**config.mk**
```make
export PLATFORM = sky130hd
export DESIGN_NAME = fsr_regbank
export DESIGN_NICKNAME = d
export VERILOG_FILES = /design/src/fsr_pkg.sv /design/src/fsr_regbank.sv
export VERILOG_INCLUDE_DIRS = /design/src
export SDC_FILE = /design/constraint.sdc
export NUM_CORES = 1
export LEC_CHECK = 0
export BUFFER_PORTS_ARGS = -buffer_cell sky130_fd_sc_hd__buf_2
export CORE_UTILIZATION = 30
export CTS_CLUSTER_SIZE = 14
export DETAILED_ROUTE_END_ITERATION = 10
export SYNTH_ARGS = -nofsm -noshare
export SYNTH_HDL_FRONTEND = slang
export SYNTH_SLANG_ARGS = --single-unit
```
**constraint.sdc**
```tcl
create_clock -name clk -period 1.65 [get_ports clk]
set_input_delay 0.165 -clock clk [delete_from_list [all_inputs] [get_ports clk]]
set_output_delay 0.165 -clock clk [all_outputs]
set_load 0.1 [all_outputs]
```
**src/fsr_regs.svh**
```systemverilog
// Register offsets, field positions, reset values and timing counts
`ifndef FSR_REGS_SVH
`define FSR_REGS_SVH
`define FSR_OFS_STAT_A 3'h0
`define FSR_OFS_STAT_B 3'h1
`define FSR_OFS_DOC 3'h2
`define FSR_OFS_TAPE 3'h3
`define FSR_OFS_MAIN 3'h4
`define FSR_OFS_DATA 3'h5
`define FSR_OFS_RSVD 3'h6
`define FSR_OFS_DIN 3'h7
`define FSR_DOC_RESET 8'h00
`define FSR_DOC_DMA_BIT 3
`define FSR_DOC_SRST_BIT 2
`define FSR_SRST_MIN_NS 100
`define FSR_CLK_NS 8
`define FSR_SRST_CYC ((`FSR_SRST_MIN_NS + `FSR_CLK_NS - 1) / `FSR_CLK_NS)
`endif

```
**src/fsr_pkg.sv**
```systemverilog
// Types shared by the floppy status and output register bank
package fsr_pkg;
  typedef enum logic [1:0] {
    FSR_MODE_LEGACY,
    FSR_MODE_FULL,
    FSR_MODE_COMPACT
  } fsr_mode_e;
  typedef struct packed {
    logic [3:0] motor_en;
    logic dma_gate;
    logic soft_reset_n;
    logic [1:0] drive_sel;
  } fsr_doc_s;
  typedef struct packed {
    logic direction_in;
    logic write_protect_n;
    logic index_pulse_n;
    logic head_side;
    logic track_zero_n;
    logic step;
    logic second_drive_present_n;
    logic read_data;
    logic write_data;
    logic write_gate;
  } fsr_drive_s;
endpackage : fsr_pkg

```
**src/fsr_regbank.sv**
```systemverilog
// Floppy status registers and drive output control register
// How it works
// RULE1: Eight offsets decoded; offset 6 reserved; nothing else answered.
// RULE2: Legacy mode leaves data bus undriven on status A and B reads.
// RULE3: Full-status mode reads both status registers at any time.
// RULE4: Full-status A: dir, wp_n, index_n, side, trk0_n, step, drv2_n, irq.
// RULE5: Compact A: inverted dir/side, active-high pins, step latch, drq, irq.
// RULE6: Compact step latch sets on step rising, clears on input read or reset.
// RULE7: Full-status B bits 0-2 show motors 0,1 and write gate.
// RULE8: Those motor bits clear on hardware reset only.
// RULE9: Full-status B bits 3,4 toggle on read/write data falling edges.
// RULE10: Full-status B bit 5 mirrors drive select bit 0.
// RULE11: Full-status B bits 6 and 7 read one.
// RULE12: Compact B: ds2_n, ds3_n, write_gate/rdata/wdata latches, ds0_n, ds1_n, drv2_n.
// RULE13: Compact B resets with selects high, latches low, bit7 live; code resets ds0_n low, since drive select 0 decodes at reset.
// RULE14: Write-gate latch sets on rising edge, clears on input read.
// RULE15: Data latches set on falling edges, clear on input read, ungated.
// RULE16: Output control holds motors, dma gate, soft reset, select; resets zero.
// RULE17: Drive select decodes to one-hot selects.
// RULE18: Soft reset bit low holds controller reset; register itself unaffected.
// RULE19: Soft reset of at least 100ns; back-to-back writes suffice.
// RULE20: Legacy/compact dma gate enables drq/irq pins and dack/tc inputs.
// RULE21: Full-status mode keeps dma and irq pins always enabled.
// RULE22: Each motor bit drives its motor output active.
// RULE23: Mode is a static input choosing status layout.
// RULE24: Drive inputs synchronised before edge detection.
`timescale 1ns/10ps
`include "fsr_regs.svh"
module fsr_regbank
  import fsr_pkg::*;
(
  input wire logic clk,
  input wire logic reset_n,
  input wire fsr_mode_e mode,
  input wire logic [2:0] addr,
  input wire logic rd_stb,
  input wire logic wr_stb,
  input wire logic [7:0] wr_data,
  output logic [7:0] rd_data,
  output logic rd_data_oe,
  output logic rd_hit,
  input wire fsr_drive_s drive_in,
  input wire logic irq_core,
  input wire logic drq_core,
  input wire logic dack_n,
  input wire logic tc,
  output logic floppy_irq_out,
  output logic floppy_irq_oe,
  output logic drq_out,
  output logic drq_oe,
  output logic dack_n_core,
  output logic tc_core,
  output logic [3:0] motor_on,
  output logic [3:0] drive_sel,
  output logic ctrl_reset_n,
  output logic main_rd,
  output logic data_rd,
  output logic data_wr,
  output logic tape_wr,
  output logic rate_wr,
  output logic cfg_wr
);
  fsr_doc_s doc_ff;
  fsr_drive_s sync1_ff;
  fsr_drive_s sync2_ff;
  fsr_drive_s prev_ff;
  logic step_latch_ff;
  logic write_gate_latch_ff;
  logic rdata_latch_ff;
  logic wdata_latch_ff;
  logic rdata_tog_ff;
  logic wdata_tog_ff;
  logic [7:0] rd_data_ff;
  logic rd_oe_ff;
  logic rd_hit_ff;
  logic [3:0] sel_onehot;
  logic [7:0] stat_a;
  logic [7:0] stat_b;
  logic [7:0] nxt_rd_data;
  logic nxt_rd_oe;
  logic din_rd;
  logic step_rise;
  logic write_gate_rise;
  logic rdata_fall;
  logic wdata_fall;
  logic dma_on;
  logic [3:0] srst_cnt_ff;

  // Two-stage synchroniser on drive pins
  always_ff @(posedge clk or negedge reset_n)
  begin
    if (!reset_n)
    begin
      sync1_ff <= '0;
      sync2_ff <= '0;
      prev_ff <= '0;
    end
    else
    begin
      sync1_ff <= drive_in; // [RULE24]
      sync2_ff <= sync1_ff;
      prev_ff <= sync2_ff;
    end
  end

  // Edges from synchronised samples
  assign step_rise = sync2_ff.step && !prev_ff.step; // [RULE24]
  assign write_gate_rise = sync2_ff.write_gate && !prev_ff.write_gate;
  assign rdata_fall = !sync2_ff.read_data && prev_ff.read_data;
  assign wdata_fall = !sync2_ff.write_data && prev_ff.write_data;

  assign din_rd = rd_stb && (addr == `FSR_OFS_DIN);

  // Output control register, hardware reset only
  always_ff @(posedge clk or negedge reset_n)
  begin
    if (!reset_n)
      doc_ff <= `FSR_DOC_RESET; // [RULE16] [RULE8] [RULE10]
    else if (wr_stb && addr == `FSR_OFS_DOC)
      doc_ff <= wr_data; // [RULE16] [RULE19]
  end

  // Soft reset stretch; a one-cycle low pulse still meets the minimum width
  always_ff @(posedge clk or negedge reset_n)
  begin
    if (!reset_n)
      srst_cnt_ff <= 4'(`FSR_SRST_CYC);
    else if (!doc_ff.soft_reset_n)
      srst_cnt_ff <= 4'(`FSR_SRST_CYC); // [RULE19]
    else if (srst_cnt_ff != 4'h0)
      srst_cnt_ff <= srst_cnt_ff - 4'h1; // [RULE19]
  end

  // Core held in reset while bit low and during the stretch
  assign ctrl_reset_n = doc_ff.soft_reset_n && (srst_cnt_ff == 4'h0); // [RULE18] [RULE19]

  // Latches cleared by input-register read or hardware reset, step latch also by soft reset; set wins
  always_ff @(posedge clk or negedge reset_n)
  begin
    if (!reset_n)
    begin
      step_latch_ff <= 1'b0;
      write_gate_latch_ff <= 1'b0;
      rdata_latch_ff <= 1'b0;
      wdata_latch_ff <= 1'b0;
    end
    else
    begin
      if (step_rise)
        step_latch_ff <= 1'b1; // [RULE6]
      else if (din_rd || !doc_ff.soft_reset_n)
        step_latch_ff <= 1'b0; // [RULE6]
      if (write_gate_rise)
        write_gate_latch_ff <= 1'b1; // [RULE14]
      else if (din_rd)
        write_gate_latch_ff <= 1'b0; // [RULE14]
      if (rdata_fall)
        rdata_latch_ff <= 1'b1; // [RULE15]
      else if (din_rd)
        rdata_latch_ff <= 1'b0; // [RULE15]
      if (wdata_fall)
        wdata_latch_ff <= 1'b1; // [RULE15]
      else if (din_rd)
        wdata_latch_ff <= 1'b0; // [RULE15]
    end
  end

  // Data toggle bits
  always_ff @(posedge clk or negedge reset_n)
  begin
    if (!reset_n)
    begin
      rdata_tog_ff <= 1'b0;
      wdata_tog_ff <= 1'b0;
    end
    else
    begin
      if (rdata_fall)
        rdata_tog_ff <= !rdata_tog_ff; // [RULE9]
      if (wdata_fall)
        wdata_tog_ff <= !wdata_tog_ff; // [RULE9]
    end
  end

  // One-hot drive select decode
  genvar gi;
  generate
    for (gi = 0; gi < 4; gi++)
    begin : g_sel
      assign sel_onehot[gi] = (doc_ff.drive_sel == gi[1:0]); // [RULE17]
    end
  endgenerate

  assign drive_sel = sel_onehot;
  assign motor_on = doc_ff.motor_en; // [RULE22]

  // DMA and interrupt pin gating
  assign dma_on = (mode == FSR_MODE_FULL) || doc_ff.dma_gate; // [RULE20] [RULE21]
  assign floppy_irq_out = irq_core;
  assign floppy_irq_oe = dma_on; // [RULE20] [RULE21]
  assign drq_out = drq_core;
  assign drq_oe = dma_on; // [RULE20] [RULE21]
  assign dack_n_core = dma_on ? dack_n : 1'b1; // [RULE20]
  assign tc_core = dma_on ? tc : 1'b0; // [RULE20]

  // Status register layouts by mode
  always_comb
  begin
    if (mode == FSR_MODE_COMPACT)
    begin
      stat_a = {irq_core, drq_core, step_latch_ff, !sync2_ff.track_zero_n,
                !sync2_ff.head_side, !sync2_ff.index_pulse_n,
                !sync2_ff.write_protect_n, !sync2_ff.direction_in}; // [RULE5]
      stat_b = {sync2_ff.second_drive_present_n, !sel_onehot[1], !sel_onehot[0],
                wdata_latch_ff, rdata_latch_ff, write_gate_latch_ff,
                !sel_onehot[3], !sel_onehot[2]}; // [RULE12] [RULE13]
    end
    else
    begin
      stat_a = {irq_core, sync2_ff.second_drive_present_n, sync2_ff.step,
                sync2_ff.track_zero_n, sync2_ff.head_side, sync2_ff.index_pulse_n,
                sync2_ff.write_protect_n, sync2_ff.direction_in}; // [RULE4]
      stat_b = {2'b11, doc_ff.drive_sel[0], wdata_tog_ff, rdata_tog_ff,
                sync2_ff.write_gate, doc_ff.motor_en[1:0]}; // [RULE7] [RULE10] [RULE11]
    end
  end

  // Read decode; status offsets float in legacy mode
  always_comb
  begin
    nxt_rd_data = 8'h00;
    nxt_rd_oe = 1'b0;
    case (addr)
      `FSR_OFS_STAT_A:
      begin
        nxt_rd_data = stat_a; // [RULE3]
        nxt_rd_oe = (mode != FSR_MODE_LEGACY); // [RULE2]
      end
      `FSR_OFS_STAT_B:
      begin
        nxt_rd_data = stat_b; // [RULE3]
        nxt_rd_oe = (mode != FSR_MODE_LEGACY); // [RULE2]
      end
      `FSR_OFS_DOC:
      begin
        nxt_rd_data = doc_ff;
        nxt_rd_oe = 1'b1;
      end
      `FSR_OFS_RSVD:
      begin
        nxt_rd_data = 8'h00; // [RULE1]
        nxt_rd_oe = 1'b0;
      end
      default:
      begin
        nxt_rd_data = 8'h00;
        nxt_rd_oe = 1'b0;
      end
    endcase
  end

  // Registered read answer, one cycle after the strobe
  always_ff @(posedge clk or negedge reset_n)
  begin
    if (!reset_n)
    begin
      rd_data_ff <= 8'h00;
      rd_oe_ff <= 1'b0;
      rd_hit_ff <= 1'b0;
    end
    else
    begin
      rd_data_ff <= rd_stb ? nxt_rd_data : 8'h00;
      rd_oe_ff <= rd_stb && nxt_rd_oe;
      rd_hit_ff <= rd_stb && (addr != `FSR_OFS_RSVD); // [RULE1]
    end
  end

  assign rd_data = rd_data_ff;
  assign rd_data_oe = rd_oe_ff;
  assign rd_hit = rd_hit_ff;

  // Strobes to neighbouring controller registers
  assign main_rd = rd_stb && (addr == `FSR_OFS_MAIN); // [RULE1]
  assign data_rd = rd_stb && (addr == `FSR_OFS_DATA);
  assign data_wr = wr_stb && (addr == `FSR_OFS_DATA);
  assign tape_wr = wr_stb && (addr == `FSR_OFS_TAPE);
  assign rate_wr = wr_stb && (addr == `FSR_OFS_MAIN);
  assign cfg_wr = wr_stb && (addr == `FSR_OFS_DIN);

  a_legacy_float: assert property (@(posedge clk) disable iff (!reset_n) // [RULE2]
    (rd_stb && mode == FSR_MODE_LEGACY && addr <= `FSR_OFS_STAT_B) |=> !rd_data_oe)
    else $error("status read drove bus in legacy mode");

  a_full_b_ones: assert property (@(posedge clk) disable iff (!reset_n) // [RULE11]
    (rd_stb && mode == FSR_MODE_FULL && addr == `FSR_OFS_STAT_B)
      |=> rd_data[7:6] == 2'b11 && rd_data_oe)
    else $error("full-status B top bits not one");

  a_sel_onehot: assert property (@(posedge clk) disable iff (!reset_n) // [RULE17]
    $onehot(drive_sel) && drive_sel[doc_ff.drive_sel])
    else $error("drive select not one-hot");

  a_step_latch: assert property (@(posedge clk) disable iff (!reset_n) // [RULE6]
    step_rise |=> step_latch_ff)
    else $error("step latch missed edge");

  a_din_clear: assert property (@(posedge clk) disable iff (!reset_n) // [RULE14]
    (din_rd && !write_gate_rise) |=> !write_gate_latch_ff)
    else $error("write gate latch not cleared");

  a_rdata_tog: assert property (@(posedge clk) disable iff (!reset_n) // [RULE9]
    rdata_fall |=> rdata_tog_ff != $past(rdata_tog_ff))
    else $error("read data toggle did not flip");

  a_doc_write: assert property (@(posedge clk) disable iff (!reset_n) // [RULE16]
    (wr_stb && addr == `FSR_OFS_DOC) |=> (doc_ff == $past(wr_data)
      && motor_on == $past(wr_data[7:4])))
    else $error("output control write lost");

  a_srst_pulse: assert property (@(posedge clk) disable iff (!reset_n) // [RULE18]
    (wr_stb && addr == `FSR_OFS_DOC && !wr_data[`FSR_DOC_SRST_BIT])
      |=> !ctrl_reset_n [*1])
    else $error("soft reset not asserted");

  a_full_pins_on: assert property (@(posedge clk) disable iff (!reset_n) // [RULE21]
    (mode == FSR_MODE_FULL) |-> (drq_oe && floppy_irq_oe))
    else $error("pins disabled in full-status mode");

  a_gate_off: assert property (@(posedge clk) disable iff (!reset_n) // [RULE20]
    (mode != FSR_MODE_FULL && !doc_ff.dma_gate) |-> (!drq_oe && !tc_core && dack_n_core))
    else $error("dma pins active while gated");

  a_srst_stretch: assert property (@(posedge clk) disable iff (!reset_n) // [RULE19]
    (wr_stb && addr == `FSR_OFS_DOC && !wr_data[`FSR_DOC_SRST_BIT])
      |=> !ctrl_reset_n [*8])
    else $error("soft reset pulse too short");

  a_write_gate_set: assert property (@(posedge clk) disable iff (!reset_n) // [RULE14]
    write_gate_rise |=> write_gate_latch_ff)
    else $error("write gate latch missed edge");

  a_rdata_latch: assert property (@(posedge clk) disable iff (!reset_n) // [RULE15]
    rdata_fall |=> rdata_latch_ff)
    else $error("read data latch missed edge");

  a_wdata_latch: assert property (@(posedge clk) disable iff (!reset_n) // [RULE15]
    wdata_fall |=> wdata_latch_ff)
    else $error("write data latch missed edge");

  a_rsvd_quiet: assert property (@(posedge clk) disable iff (!reset_n) // [RULE1]
    (rd_stb && addr == `FSR_OFS_RSVD) |=> (!rd_hit && !rd_data_oe && rd_data == 8'h00))
    else $error("reserved offset answered");

  a_full_b_motor: assert property (@(posedge clk) disable iff (!reset_n) // [RULE7]
    (rd_stb && mode == FSR_MODE_FULL && addr == `FSR_OFS_STAT_B)
      |=> rd_data[1:0] == $past(doc_ff.motor_en[1:0]))
    else $error("full-status B motor bits wrong");
endmodule : fsr_regbank

```
==> impl_metrics.json, run 1 <==
{
  "worstMarginPinSlew_ns": 0.4963,
  "slowest_delay_ns": 0.56,
  "status": "completed",
  "areaGrowthSynthToFinish_pct": 31.53,
  "cap_violations": 0,
  "critical_path_class": "register to output pin",
  "clk_path_buf_depth": 2,
  "initial_core_util": 0.3149,
  "grt_usage": 0.1204,
  "synthArstFlopShare": 1.000,
  "finalHoldViolCount": 0,
  "fin_util": 0.4141,
  "grt_pass1_wl_um": 6872,
  "ant_nets": 0,
  "clock_latency_ns": 0.30,
  "max_freq_mhz": 609.7,
  "finalCritPeriodShare": 0.9940,
  "ys_seq_area_frac": 0.6001,
  "synth_commonest_cells": "dfrtp_1 (49), nand2_1 (17), nor2_1 (16), mux2_4 (10), inv_1 (8)",
  "cp.arrival_ns": 1.48,
  "coreArea_sq_mm": 0.006907,
  "p_leak_nw": 1.389,
  "drive_above_1_share": 0.4087,
  "dpl_cell_area_sq_mm": 0.002589,
  "fin_nets": 284,
  "required_ns": 1.48,
  "grt_start_max_net_pins": 36,
  "synth_nets": 209,
  "synth_top_area_share": 0.5639,
  "drtPass1Iterations": 4,
  "ioPinCount": 62,
  "fillers": 712,
  "worst_setup_path_start_kind": "register",
  "dr.first_iter.drc_count": 48,
  "cts_num_sinks": 52,
  "synthTopCellsByArea": "dfrtp_1 (56%), mux2_4 (6.9%), dfstp_2 (3.6%), nand2_1 (2.9%), nor2_1 (2.8%)",
  "synth_warnings": 0,
  "hold_path_class": "primary input to register",
  "drt_wl_total_um": 4294,
  "synth_top_cell_by_area": "dfrtp_1",
  "syn_area_per_cell_sq_um": 12.36,
  "syn_inst": 176,
  "cts_buffers": 5,
  "yosysMostFrequentCell": "dfrtp_1",
  "path_cells": "inv_4 -> ha_4 -> and4bb_2 -> buf_12",
  "drc": 0,
  "min_period_ns": 1.640,
  "wl_per_cell_um": 12.34,
  "final_area_sq_mm": 0.002860,
  "synth_edf_count": 0,
  "chipHeight_um": 87.14,
  "grt_pass1_vias": 1447,
  "rsz0062_at_grt": "true",
  "cts_tree": "done",
  "syn-cell-area_sq_mm": 0.002175,
  "gp_congestion": 0.7417,
  "avgViaCountPerCell": 4.313,
  "drv_slew": 0,
  "clk_pin_slew_ns": 0.09,
  "h-tree-depth": 2,
  "cellPowerDensity_mw_per_mm2": 1221,
  "slew_headroom": 0.6714,
  "power.total_w": 0.003492,
  "synth-main-ff-cell": "dfrtp_1",
  "worst_hold_slack_ns": 0.08670,
  "die-area_sq_mm": 0.007593,
  "core.rowCount": 30,
  "antennaDiodeCount": 0,
  "layout.cells.non_filler": 348,
  "die_w_um": 87.14,
  "path_max_fanout": 3,
  "dp.cells": 325,
  "cp_slowest_cell": "dfstp_2",
  "dpl.hpwl_um": 3074,
  "finalClockSkew_ns": 0.009969,
  "clock_tree.root_cell": "clkbuf_8",
  "peakVddDrop_mv": 0.4741,
  "setup_viol": 0,
  "ys_seq_elements": 52,
  "portBuffers": 61,
  "dr_total_vias": 1501,
  "ys_types": 37,
  "antenna_found_initial": 0,
  "cp-end-kind": "output pin",
  "reg2reg_slack_ns": 0.25,
  "grt_overflow": 0
}
[layout by cell type (no fill, tap or decap), types with 2 or more instances in the layout]
| master | instances |
|---|---|
| buf_2 | 56 |
| dfrtp_1 | 49 |
| nand2_1 | 17 |
| nor2_1 | 13 |
| dlygate4sd3_1 | 11 |
| mux2_4 | 10 |
| a21oi_1 | 7 |
| inv_1 | 7 |
| o21ai_0 | 6 |
| clkbuf_8 | 6 |
| buf_4 | 6 |
| nand2b_1 | 5 |
| xor2_1 | 5 |
| a22oi_1 | 5 |
| buf_12 | 4 |
| nand3_1 | 3 |
| nor2_2 | 3 |
| a211o_1 | 3 |
| xnor2_1 | 3 |
| dfstp_2 | 3 |
| nor2b_4 | 2 |
| nor2b_2 | 2 |
| o211ai_1 | 2 |
| mux2i_1 | 2 |
| nor3_1 | 2 |
| clkbuf_4 | 2 |
[logic make-up (layout without fill, tap and decap cells)]
kind of cell             Yosys count  after routing  share of synthesized area
multiplexers                      12             12                    0.07825
buffers and inverters             19             95                    0.05696
AND/OR/NAND/NOR                   57             57                     0.1444
XOR/XNOR                           8              8                    0.03222
AO/OA/AOI/OAI                     26             26                    0.07653
flip-flops                        52             52                     0.6001
adder cells (fa/ha/maj)            2              2                    0.01151
[worst max-delay path: cells and delay by family (launching register included)]
| kind | cells | cell delay, ns |
|---|---|---|
| AND/OR/NAND/NOR | 1 | 0.25 |
| flip-flops | 1 | 0.56 |
| adder cells (fa/ha/maj) | 1 | 0.15 |
| buffers and inverters | 2 | 0.22 |
[repair_timing]
action | in CTS | in global routing
pin swaps | 0 | 1
resized for setup | 8 | 3
endpoints found under the hold margin | 27 | 0
setup endpoints to repair | 2 | 3
setup buffers | 2 | 2
hold buffers | 11 | 0
[final timing paths]
path	start	to	depth (start not counted)
max reg2reg	srst_cnt_ff[0]$_DFFE_PN1N_	srst_cnt_ff[1]$_DFFE_PN0N_	6
min reg2reg	sync1_ff[0]$_DFF_PN0_	sync2_ff[0]$_DFF_PN0_	0
min in group asynchronous	reset_n	rd_data[7]$_DFF_PN0_	2
max in group asynchronous	reset_n	srst_cnt_ff[3]$_DFFE_PN1N_	3
max	srst_cnt_ff[0]$_DFFE_PN1N_	ctrl_reset_n	4
min	wr_data[5]	motor_on[1]$_DFFE_PN0P_	2
[sequential cells by signal (all words and copies together), names as in the netlist, 4 cells and up]
name / cells
sync2_ff: 10
rd_data: 8
prev_ff: 4
sync1_ff: 10
motor_on: 4
doc_ff: 4
srst_cnt_ff: 4
[stage by stage]
step           setup TNS, ns  worst slack (ns)
2_1_floorplan         -1.384           -0.3115
5_1_grt             -0.05248          -0.05248
3_3_place_gp               0            0.1648
4_1_cts                    0         0.0009784
6_report                   0          0.009854
3_5_place_dp               0            0.1329
[power breakdown]
group          internal (W)  switching [W]  total, W
Sequential          0.00144       0.000122   0.00156
Clock              0.000341       0.000391  0.000733
Combinational      0.000358       0.000843   0.00120
[layer usage]
| metal | routed length, um | vias up | global-route usage |
|---|---|---|---|
| met5 | 0 | - | 0 |
| met1 | 1999 | 716 | 0.1583 |
| li1 | - | 732 | - |
| met3 | 236 | 5 | 0.03033 |
| met2 | 2014 | 48 | 0.1947 |
| met4 | 43 | 0 | 0.04024 |
[cell type report]
type                       count  area [sq um]  share of cell area
inverter                       8         32.53             0.01137
multi-input combinational    105         778.2              0.2721
sequential                    52          1305              0.4563
tap                           96         120.1             0.04199
clock inverter                 1         7.507            0.002625
timing repair buffer          79         530.5              0.1855
clock buffer                   7         86.33             0.03018
No activity file was read; power rests on OpenSTA's default activity.
==> run 2: changes to the inputs <==
- CORE_ASPECT_RATIO: not set -> 0.8
- SLEW_MARGIN: not set -> 40
==> impl_metrics.json, run 2 (synthesis gave the netlist of run 1 again) <==
{
  "status": "completed",
  "cp.arrival_ns": 1.48,
  "worst_hold_slack_ns": 0.08985,
  "mostFrequentLayoutCell": "buf_2",
  "setup_slack_ns": 0.005461,
  "peakVddDrop_mv": 0.4772,
  "required_ns": 1.48,
  "grt_pass1_vias": 1478,
  "wl_per_cell_um": 12.49,
  "place_ws_ns": 0.1288,
  "drive_above_1_share": 0.4150,
  "setup_viol": 0,
  "avgViaCountPerCell": 4.379,
  "dr.first_iter.drc_count": 68,
  "drc": 0,
  "min_period_ns": 1.645,
  "core.rowCount": 27,
  "die_w_um": 97.19,
  "grt_overflow": 0,
  "cts_num_sinks": 52,
  "h-tree-depth": 2,
  "clk_pin_slew_ns": 0.09,
  "die-area_sq_mm": 0.007595,
  "cts_tree": "done",
  "grt_pass1_wl_um": 7348,
  "critical_path_class": "register to output pin",
  "finalCritPeriodShare": 0.9967,
  "path_max_fanout": 3,
  "areaGrowthSynthToFinish_pct": 31.88,
  "slew_headroom": 0.6310,
  "rsz0062_at_grt": "true",
  "chipHeight_um": 78.15,
  "p_leak_nw": 1.405,
  "cellPowerDensity_mw_per_mm2": 1216,
  "hold_path_class": "primary input to register",
  "worstMarginPinSlew_ns": 0.5536,
  "cp-end-kind": "output pin",
  "ioPinCount": 62,
  "clk_path_buf_depth": 2,
  "drv_slew": 0,
  "max_freq_mhz": 608.1,
  "fin_nets": 285,
  "finalHoldViolCount": 0,
  "portBuffers": 61,
  "worst_setup_path_start_kind": "register",
  "clock_tree.root_cell": "clkbuf_8",
  "coreArea_sq_mm": 0.006959,
  "switching_share": 0.3878,
  "initial_core_util": 0.3125,
  "ant_nets": 0,
  "drtPass1Iterations": 4,
  "dpl.hpwl_um": 3183,
  "finalClockSkew_ns": 0.007518,
  "dr_total_vias": 1489,
  "cts_buffers": 5,
  "grt_usage": 0.1247,
  "cap_violations": 0,
  "grt_start_max_net_pins": 25,
  "antennaDiodeCount": 0,
  "p_sw_w": 0.001352,
  "internal_power_w": 0.002134,
  "p_comb_frac": 0.345,
  "drt_wl_total_um": 4247,
  "gp_congestion": 0.7689,
  "clock_latency_ns": 0.30,
  "pwr-share-clk": 0.210,
  "antenna_found_initial": 0,
  "power.share.sequential": 0.445,
  "mostFrequentLayoutCells": "buf_2 (55), dfrtp_1 (49), nand2_1 (17)"
}
run 2: final timing paths:
kind | slack (ns) | to | from | depth (start not counted)
max in group asynchronous | 0.73 | rdata_tog_ff$_DFFE_PN0P_ | reset_n | 3
hold / removal | 0.09 | doc_ff[3]$_DFFE_PN0P_ | wr_data[3] | 2
setup reg to reg | 0.24 | srst_cnt_ff[1]$_DFFE_PN0N_ | srst_cnt_ff[0]$_DFFE_PN1N_ | 5
setup / recovery | 0.005 | ctrl_reset_n | srst_cnt_ff[0]$_DFFE_PN1N_ | 4
hold reg to reg | 0.35 | sync2_ff[3]$_DFF_PN0_ | sync1_ff[3]$_DFF_PN0_ | 0
min in group asynchronous | 0.40 | sync2_ff[6]$_DFF_PN0_ | reset_n | 2
run 2: timing repair:
item	in CTS	in global routing
resized for setup	8	1
pin swaps	1	0
hold endpoints to repair	29	0
setup endpoints to repair	2	2
hold buffers	11	0
gates cloned	0	0
setup buffers	2	1
run 2: layer usage:
metal,wire length [um],share of wire,GRT usage,up-vias
li1,-,-,-,732
met1,2029,0.48,0.1705,702
met2,1906,0.45,0.1866,47
met3,248,0.058,0.03473,8
met4,63,0.015,0.05075,0
met5,0,0,0,-
run 2: power groups by stage:
stage / Sequential, W / Clock [W] / Combinational, W
2_1_floorplan: 0.00165 / 0 / 0.000847
3_3_place_gp: 0.00157 / 0 / 0.00113
3_5_place_dp: 0.00158 / 0 / 0.00115
4_1_cts: 0.00155 / 0.000763 / 0.00120
5_1_grt: 0.00158 / 0.000836 / 0.00128
6_report: 0.00155 / 0.000733 / 0.00120
run 2: cell type report:
| cell class | instances | area, sq um |
|---|---|---|
| Multi-Input combinational cell | 105 | 778.2 |
| Timing Repair Buffer | 80 | 553.0 |
| Clock buffer | 6 | 82.58 |
| Clock inverter | 2 | 10.01 |
| Inverter | 8 | 30.03 |
| Sequential cell | 52 | 1305 |
| Fill cell | 690 | 4091 |
| Tap cell | 87 | 108.9 |
run 2: metrics by stage:
step	area (sq um)	TNS [ns]	power, W	std cells	util
detailed placement	2610	0	0.002723	318	0.3750
floorplan	2195	-1.384	0.002495	176	-
finish	2868	0	0.003487	340	0.4121
CTS	2858	-0.0001859	0.003511	339	0.4106
global placement	2610	0	0.002708	318	0.3750
global route	2868	-0.05755	0.003692	340	0.4121
run 2: critical path, cell delays in order, from the launching register on:
cell and delay (ns):
dfstp_2 0.56, inv_2 0.06, ha_4 0.15, and4bb_2 0.25
buf_12 0.17
==> run 3: changes to the inputs <==
- CORE_ASPECT_RATIO: 0.8 -> 0.6
- SLEW_MARGIN: 40 -> not set
==> impl_metrics.json, run 3 (synthesis gave the netlist of run 1 again) <==
{
  "initial_core_util": 0.3175,
  "min_period_ns": 1.618,
  "worst_setup_path_start_kind": "register",
  "finalHoldViolCount": 0,
  "clk_pin_slew_ns": 0.06,
  "slowest_delay_ns": 0.54,
  "drv_slew": 0,
  "h-tree-depth": 2,
  "fin_util": 0.4269,
  "required_ns": 1.48,
  "path_cells": "inv_2 -> ha_4 -> and4bb_2 -> buf_12",
  "core.rowCount": 23,
  "r2r_cells": 5,
  "chipHeight_um": 67.95,
  "mostFrequentLayoutCells": "buf_2 (57), dfrtp_1 (49), nand2_1 (17)",
  "mostFrequentLayoutCell": "buf_2",
  "wl_per_cell_um": 12.87,
  "cts_buffers": 5,
  "dpl_cell_area_sq_mm": 0.002603,
  "cp-end-kind": "output pin",
  "critical_path_class": "register to output pin",
  "reg2reg_slack_ns": 0.23,
  "fillers": 659,
  "cp_top_family": "flip-flops",
  "p_leak_nw": 1.423,
  "max_freq_mhz": 617.9,
  "drive_above_1_share": 0.4150,
  "dr.first_iter.drc_count": 71,
  "gp_congestion": 0.7578,
  "areaGrowthSynthToFinish_pct": 34.46,
  "finalClockSkew_ns": 0.004378,
  "cp-startpoint": "srst_cnt_ff[0]$_DFFE_PN1N_",
  "path_depth": 4,
  "crit_path_end": "ctrl_reset_n",
  "path_max_fanout": 3,
  "ioPinCount": 62,
  "cp.arrival_ns": 1.45,
  "fin_nets": 285,
  "grt_start_max_net_pins": 53,
  "cts_num_sinks": 52,
  "drc": 5,
  "cap_violations": 0,
  "worstMarginPinSlew_ns": 0.5053,
  "clock_tree.root_cell": "clkbuf_16",
  "slew_headroom": 0.6654,
  "antennaDiodeCount": 0,
  "drtPass1Iterations": 7,
  "drt_wl_total_um": 4376,
  "timing.rr.start": "srst_cnt_ff[0]$_DFFE_PN1N_",
  "grt_pass1_wl_um": 6803,
  "avgViaCountPerCell": 4.368,
  "hold_path_class": "primary input to register",
  "cellPowerDensity_mw_per_mm2": 1311,
  "cp.buffers_inverters": 2,
  "die-area_sq_mm": 0.007605,
  "grt_pass1_vias": 1387,
  "r2r_end": "srst_cnt_ff[1]$_DFFE_PN0N_",
  "cts_tree": "done",
  "setup_viol": 0,
  "dr_total_vias": 1485,
  "worst_hold_slack_ns": 0.1114,
  "finalCritPeriodShare": 0.9809,
  "clk_path_buf_depth": 2,
  "cp_slowest_cell": "dfstp_2",
  "portBuffers": 61,
  "status": "complete, but fails checks",
  "die_w_um": 111.9,
  "grt_usage": 0.1215,
  "dpl.hpwl_um": 3248,
  "clock_latency_ns": 0.29,
  "coreArea_sq_mm": 0.006849,
  "peakVddDrop_mv": 0.4276,
  "grt_overflow": 0,
  "violations": "design-rule violations",
  "final_area_sq_mm": 0.002924,
  "antenna_found_initial": 0,
  "ant_nets": 0
}
==> run 3: how the worst min path moves through the flow <==
| stage | from | endpoint | slack [ns] | depth (start not counted) |
|---|---|---|---|---|
| 2_1_floorplan | reset_n | doc_ff[0]$_DFFE_PN0P_ | -0.13 | 0 |
| 3_3_place_gp | reset_n | motor_on[3]$_DFFE_PN0P_ | 0.18 | 2 |
| 3_5_place_dp | reset_n | motor_on[3]$_DFFE_PN0P_ | 0.17 | 2 |
| 4_1_cts | wr_data[7] | motor_on[3]$_DFFE_PN0P_ | 0.10 | 2 |
| 5_1_grt | wr_data[7] | motor_on[3]$_DFFE_PN0P_ | 0.10 | 2 |
| 6_report | wr_data[7] | motor_on[3]$_DFFE_PN0P_ | 0.11 | 2 |
==> run 3: report_power, final <==
group	internal (W)	leakage, nW	switching [W]
Combinational	0.000375	0.734	0.000854
Sequential	0.00144	0.620	0.000128
Clock	0.000603	0.0691	0.000436
Total	0.00242	1.42	0.00142
==> run 3: layout make-up <==
class	instances	area [sq um]	area share
Clock buffer	6	138.9	0.04750
Clock inverter	2	15.01	0.005135
Inverter	8	30.03	0.01027
Multi-Input combinational cell	105	778.2	0.2662
Sequential cell	52	1305	0.4463
Tap cell	87	108.9	0.03723
Timing Repair Buffer	80	548.0	0.1874
==> run 3: timing repair <==
item                                    4_1_cts  5_1_grt
resized for setup                             6        1
pin swaps                                     0        0
endpoints found under the setup margin        1        1
endpoints found under the hold margin        59        0
setup buffers                                 2        2
hold buffers                                 11        0
==> run 3: metal layers <==
metal / global-route usage / up-vias / routed length [um]
li1: - / 730 / -
met5: 0 / - / 0
met1: 0.1703 / 711 / 2286
met2: 0.1724 / 39 / 1799
met4: 0.04561 / 0 / 39
met3: 0.04163 / 5 / 251
==> run 3: per-stage QoR <==
| stage | setup TNS [ns] | total power (W) | setup WS (ns) | instances |
|---|---|---|---|---|
| floorplan | -1.384 | 0.002495 | -0.3115 | 176 |
| global placement | 0 | 0.002734 | 0.1622 | 317 |
| detailed placement | 0 | 0.002753 | 0.1218 | 317 |
| CTS | 0 | 0.003838 | 0.01498 | 338 |
| global route | -0.001121 | 0.003998 | -0.001121 | 340 |
| finish | 0 | 0.003834 | 0.03151 | 340 |
